**src/hw/ccd_consts.svh**
```systemverilog
// Purpose: Constants for the capture/compare module disable register
// Assumes: 16-bit register reached over a plain strobe port
// Notes:   Included by the package users; definitions only
//
// What this block does
// - Bit 11 set disables capture channel 4; clear leaves it enabled.
// - Bit 10 set disables capture channel 3; clear leaves it enabled.
// - Bits 9 and 8 disable capture channels 2 and 1 when set.
// - Bit 3 clear keeps compare channel 4 enabled; set disables it.
// - Bit 2 set disables compare channel 3; clear leaves it enabled.
// - Bits 1 and 0 disable compare channels 2 and 1 when set.
`ifndef CCD_CONSTS_SVH
`define CCD_CONSTS_SVH

// =====================================================================
// Register map
`define CCD_ADDR_W 4
`define CCD_CTRL_OFFSET 4'h0
`define CCD_CTRL_RESET 16'h0000
`define CCD_CTRL_MASK 16'h0F0F

// =====================================================================
// Field positions
`define CCD_CAP_LSB 8
`define CCD_CMP_LSB 0
`define CCD_DATA_W 16
`define CCD_FIELD_W 4
`define CCD_ALL_CLEAR 16'h0000

// =====================================================================
// Register bit of each channel
`define CCD_CAP4_BIT 11
`define CCD_CAP3_BIT 10
`define CCD_CAP2_BIT 9
`define CCD_CAP1_BIT 8
`define CCD_CMP4_BIT 3
`define CCD_CMP3_BIT 2
`define CCD_CMP2_BIT 1
`define CCD_CMP1_BIT 0

// =====================================================================
// Channel index inside a four-bit group
`define CCD_CH4_IDX 3
`define CCD_CH3_IDX 2
`define CCD_CH2_IDX 1
`define CCD_CH1_IDX 0

`endif

```
**src/hw/ccd_pkg.sv**
```systemverilog
// Purpose: Types for the capture/compare module disable register
// Assumes: Nothing beyond the constants header
// Notes:   Disable vectors travel as one packed struct
package ccd_pkg;
    typedef struct packed {
        logic [3:0] captureOff;
        logic [3:0] compareOff;
    } ccd_disable_t;
endpackage : ccd_pkg

```
**src/hw/ccd_disable_ctrl.sv**
```systemverilog
// Purpose: Capture/compare module disable control register
// Assumes: Strobes are one cycle long and never both high
// Notes:   Read data stand in the cycle after the read strobe only
`include "ccd_consts.svh"

module ccd_disable_ctrl (
    input wire logic clk_sys,
    input wire logic rst_n,
    input wire logic [`CCD_ADDR_W-1:0] regAddr,
    input wire logic [15:0] regWdata,
    input wire logic regWrite,
    input wire logic regRead,
    output logic [15:0] regRdata,
    output ccd_pkg::ccd_disable_t moduleOff
);

    // =================================================================
    // Control register
    logic [15:0] capture_compare_disable_ctrl_reg;

    function automatic logic hitCtrl(input logic [`CCD_ADDR_W-1:0] a);
        hitCtrl = (a == `CCD_CTRL_OFFSET);
    endfunction : hitCtrl

    // =================================================================
    // Conversions used only by the checks; the logic calls hitCtrl directly

    // Register image of a disable struct; unused bits stay clear
    function automatic logic [`CCD_DATA_W-1:0] packCtrl(
        input ccd_pkg::ccd_disable_t v
    );
        logic [`CCD_DATA_W-1:0] w;
        w = `CCD_ALL_CLEAR;
        w[`CCD_CAP_LSB +: `CCD_FIELD_W] = v.captureOff;
        w[`CCD_CMP_LSB +: `CCD_FIELD_W] = v.compareOff;
        packCtrl = w;
    endfunction : packCtrl

    // Splits a register image into its two channel groups
    function automatic ccd_pkg::ccd_disable_t unpackCtrl(
        input logic [`CCD_DATA_W-1:0] w
    );
        ccd_pkg::ccd_disable_t v;
        v.captureOff = w[`CCD_CAP_LSB +: `CCD_FIELD_W];
        v.compareOff = w[`CCD_CMP_LSB +: `CCD_FIELD_W];
        unpackCtrl = v;
    endfunction : unpackCtrl

    // Bits with no channel behind them
    function automatic logic [`CCD_DATA_W-1:0] unusedBits(
        input logic [`CCD_DATA_W-1:0] w
    );
        unusedBits = w & ~`CCD_CTRL_MASK;
    endfunction : unusedBits

    // Write strobe aimed at the control word
    function automatic logic ctrlWrite(
        input logic wr,
        input logic [`CCD_ADDR_W-1:0] a
    );
        ctrlWrite = wr && hitCtrl(a);
    endfunction : ctrlWrite

    // Read strobe aimed at the control word
    function automatic logic ctrlRead(
        input logic rd,
        input logic [`CCD_ADDR_W-1:0] a
    );
        ctrlRead = rd && hitCtrl(a);
    endfunction : ctrlRead

    always_ff @(posedge clk_sys or negedge rst_n) begin
        if (!rst_n) begin
            capture_compare_disable_ctrl_reg <= `CCD_CTRL_RESET;
        end else if (regWrite && hitCtrl(regAddr)) begin
            // Unimplemented bits are masked so they never store
            capture_compare_disable_ctrl_reg <=
                regWdata & `CCD_CTRL_MASK;
        end
    end

    // =================================================================
    // Read port; unmapped addresses and idle cycles return zero
    // Zero outside the read cycle lets several slaves share one
    // return bus through a plain OR, with no multiplexer
    always_ff @(posedge clk_sys or negedge rst_n) begin
        if (!rst_n) begin
            regRdata <= `CCD_ALL_CLEAR;
        end else if (regRead && hitCtrl(regAddr)) begin
            regRdata <= capture_compare_disable_ctrl_reg;
        end else begin
            regRdata <= `CCD_ALL_CLEAR;
        end
    end

    // =================================================================
    // Disable outputs, registered so they come from flip-flops.
    // Loaded from the write data on the same edge as the register, so no extra lag.
    always_ff @(posedge clk_sys or negedge rst_n) begin
        if (!rst_n) begin
            moduleOff <= '0;
        end else if (regWrite && hitCtrl(regAddr)) begin
            // Bits 11..8 map to capture 4..1
            moduleOff.captureOff <= regWdata[`CCD_CAP_LSB +: `CCD_FIELD_W];
            // Bits 3..0 map to compare 4..1
            moduleOff.compareOff <= regWdata[`CCD_CMP_LSB +: `CCD_FIELD_W];
        end
    end

    // =================================================================
    // Per-channel disable views, one name per peripheral module.
    // Wires off the registered struct, so no channel sees a disable
    // before the register holds it.
    logic capture_ch4_off;
    logic capture_ch3_off;
    logic capture_ch2_off;
    logic capture_ch1_off;
    logic compare_ch4_off;
    logic compare_ch3_off;
    logic compare_ch2_off;
    logic compare_ch1_off;

    assign capture_ch4_off = moduleOff.captureOff[`CCD_CH4_IDX];
    assign capture_ch3_off = moduleOff.captureOff[`CCD_CH3_IDX];
    assign capture_ch2_off = moduleOff.captureOff[`CCD_CH2_IDX];
    assign capture_ch1_off = moduleOff.captureOff[`CCD_CH1_IDX];
    assign compare_ch4_off = moduleOff.compareOff[`CCD_CH4_IDX];
    assign compare_ch3_off = moduleOff.compareOff[`CCD_CH3_IDX];
    assign compare_ch2_off = moduleOff.compareOff[`CCD_CH2_IDX];
    assign compare_ch1_off = moduleOff.compareOff[`CCD_CH1_IDX];
endmodule : ccd_disable_ctrl

```
**config.mk**
```make
export PLATFORM = sky130hd
export DESIGN_NAME = ccd_disable_ctrl
export DESIGN_NICKNAME = d
export VERILOG_FILES = /design/src/hw/ccd_pkg.sv /design/src/hw/ccd_disable_ctrl.sv
export VERILOG_INCLUDE_DIRS = /design/src /design/src/hw
export SDC_FILE = /design/constraint.sdc
export NUM_CORES = 1
export LEC_CHECK = 0
export ABC_AREA = 1
export BUFFER_PORTS_ARGS = -buffer_cell sky130_fd_sc_hd__buf_2
export CORE_MARGIN = 3
export CORE_UTILIZATION = 42
export CTS_BUF_LIST = sky130_fd_sc_hd__clkbuf_16
export DETAILED_ROUTE_END_ITERATION = 10
export PLACE_DENSITY = 0.81
export SLEW_MARGIN = 25
export SYNTH_ARGS = -nofsm -noshare
export SYNTH_HDL_FRONTEND = slang
export SYNTH_SLANG_ARGS = --single-unit
export TNS_END_PERCENT = 30
```
**constraint.sdc**
```tcl
create_clock -name clk_sys -period 0.9 [get_ports clk_sys]
set_clock_uncertainty 0.05 [all_clocks]
set_input_delay 0.045 -clock clk_sys [delete_from_list [all_inputs] [get_ports clk_sys]]
set_output_delay 0.045 -clock clk_sys [all_outputs]
set_load 0.05 [all_outputs]
```
==> results_dict.tcl <==
set metrics [dict create \
    setup_tns_ns -0.02248 \
    first_iter_violations 12 \
    antenna_found_initial 0 \
    drt_pass1_iterations 4 \
    clockRootBuffer "clkbuf_16" \
    cp_slowest_stage_delay_ns 0.41 \
    netlist_area_um2 701.9 \
    post-route-min-period_ns 0.9113 \
    drv_slew 0 \
    clk_pin_slew_ns 0.05 \
    multi_input_area_um2 232.7 \
    cts_tree "done" \
    wire_per_inst_um 10.82 \
    synth_cell_types 11 \
    antennaDiodeCount 0 \
    hold_depth 3 \
    die_area_mm2 0.002198 \
    ys_ff_latch 16 \
    holdPathEnd "moduleOff[4]" \
    io-pin-count 48 \
    setup_ws_ns -0.01131 \
    reg2reg_slack_ns 0.09 \
    areaGrowthSynthToFinish_pct 48.31 \
    syn_avg_cell_area_um2 10.03 \
    hold_class "in2reg" \
    cp_data_arrival_time_ns 0.82 \
    netlist_instances 70 \
    power_density_mw_per_mm2 2371 \
    die_w_um 46.88 \
    h-tree-depth 1 \
    crit_path_max_fanout 3 \
    critical-path-slowest-cell "dfrtp_1" \
    cp.required_ns 0.81 \
    num_rows 14 \
    finalSetupViolations 3 \
    crit_buf_inv 1 \
    status "complete, but fails checks" \
    fp.dieH_um 46.88 \
    ys_warn_count 0 \
    grt_pass1_wl_mm 2.180 \
    reg2reg_to "moduleOff[0]" \
    max-cap-violations 0 \
    clk_latency_ns 0.24 \
    start_kind "flop" \
    viasPerCell 4.504 \
    path_cells "buf_6" \
    timing.rr.start "moduleOff[0]" \
    fin_crit_sh_pct 101.3 \
    overflow 0 \
    ys_seq_area_share_pct 57.04 \
    path_depth 1 \
    max_freq_mhz 1097 \
    crit_path_end_kind "output port" \
    gp_congestion 0.6752 \
    start_util_pct 45.54 \
    numClockSinks 16 \
    clock_path_buffers 2 \
    remaining_drc_errors 0 \
    worstSetupPathType "reg2out" \
    dp_hpwl_um 978.9 \
    coreArea_mm2 0.001541 \
    grt_pass1_vias 507 \
    stdcell_area_mm2 0.001041 \
    track_usage_pct 14.50 \
    placed_cell_area_um2 863.3 \
    violations "setup timing" \
    vias 563 \
    numCtsBuffers 3 \
    totalWireLength_mm 1.352 \
    antenna_left 0 \
    portBuffers 31 \
    rsz0062_at_grt "yes" \
    drive_gt1_share_pct 43.12 \
    grt_max_degree 17 \
    largest_reg_flops 8 \
    r2r_cells 3 \
    final_hold_viol_count 0 \
    vdd_drop_max_uv 986.8 \
    hold_start "regWdata[8]" \
    crit_family "flip-flops" \
    fillers 113 \
    nets 134 \
    seq_area_um2 402.9 \
    p_leak_nw 0.5668 \
]
==> cells in the mapped netlist <==
cell / number / area [um^2]
nand3_4: 2 / 35.03
nor2_4: 2 / 22.52
inv_1: 8 / 30.03
buf_4: 8 / 60.06
conb_1: 1 / 3.750
nor2_1: 6 / 22.52
nor2_2: 2 / 12.51
nand4_1: 8 / 50.05
clkbuf_2: 1 / 5.000
dfrtp_1: 16 / 400.4
nand2_1: 16 / 60.06
==> report_power, final <==
group	switching [mW]	leakage (nW)	internal [mW]
clock	0.253	0.0385	0.587
combinational	0.509	0.318	0.245
sequential	0.0706	0.211	0.803
total	0.833	0.567	1.64
==> cells in the final DEF (no fill, tap or decap) <==
cell type / instances
nand2_1: 16
buf_2: 15
dfrtp_1: 14
buf_4: 12
buf_6: 9
inv_1: 8
nand4_1: 8
conb_1: 8
nor2_1: 6
clkbuf_16: 3
nor2_4: 2
nand3_4: 2
nor2_2: 2
dfrtp_2: 2
clkinv_1: 1
dlygate4sd3_1: 1
==> area by class of cell <==
cell class | instances | area share [%]
flip-flops and latches | 16 | 38.70
inverters | 8 | 2.885
multi-input cells | 44 | 22.36
well taps | 16 | 1.923
clock inverters | 1 | 0.3606
repair buffers | 37 | 26.56
clock buffers | 3 | 7.212
==> metrics by stage <==
stage | instances | setup slack (ns) | power [mW] | hold slack, ns | utilization (%)
final | 125 | -0.01131 | 2.468 | 0.009453 | 67.53
after global routing | 125 | -0.03136 | 2.582 | 0.02988 | 67.53
after CTS | 125 | -0.01264 | 2.478 | 0.006986 | 66.64
after detailed placement | 118 | 0.05406 | 1.491 | -0.08928 | 56.01
after global placement | 118 | 0.08780 | 1.480 | -0.09646 | 56.01
after floorplan | 77 | -0.01093 | 1.352 | -0.3006 | -
==> what timing repair did <==
action | 4_1_cts | 5_1_grt
endpoints found under the hold margin | 16 | 0
resized for setup | 20 | 9
setup endpoints to repair | 12 | 13
hold buffers | 1 | 0
buffers inserted | 2 | 0
==> kinds of logic (layout without fill, tap and decap cells) <==
family                 after synthesis  in the layout  share of synthesized area [%]
buffers and inverters               17             49                          13.55
other                                1              8                         0.5342
AND/OR/NAND/NOR                     36             36                          28.88
flip-flops                          16             16                          57.04
==> how the worst max path moves through the flow <==
| stage | from | end | slack, ns |
|---|---|---|---|
| finish | capture_compare_disable_ctrl_reg[3] | moduleOff[3] | -0.01 |
| global placement | regAddr[1] | moduleOff[2] | 0.09 |
| floorplan | moduleOff[0] | regRdata[0] | -0.01 |
| detailed placement | regAddr[1] | moduleOff[5] | 0.05 |
| CTS | capture_compare_disable_ctrl_reg[3] | moduleOff[3] | -0.01 |
| global route | moduleOff[4] | moduleOff[4] | -0.03 |
==> per-layer routing <==
metal / global-route usage, % / vias to the layer above / routed length (um)
li1: - / 282 / -
met1: 15.07 / 248 / 494
met2: 26.02 / 31 / 709
met3: 3.831 / 2 / 137
met4: 8.287 / 0 / 12
met5: 0 / - / 0
Power figures use the tool's default switching activity.
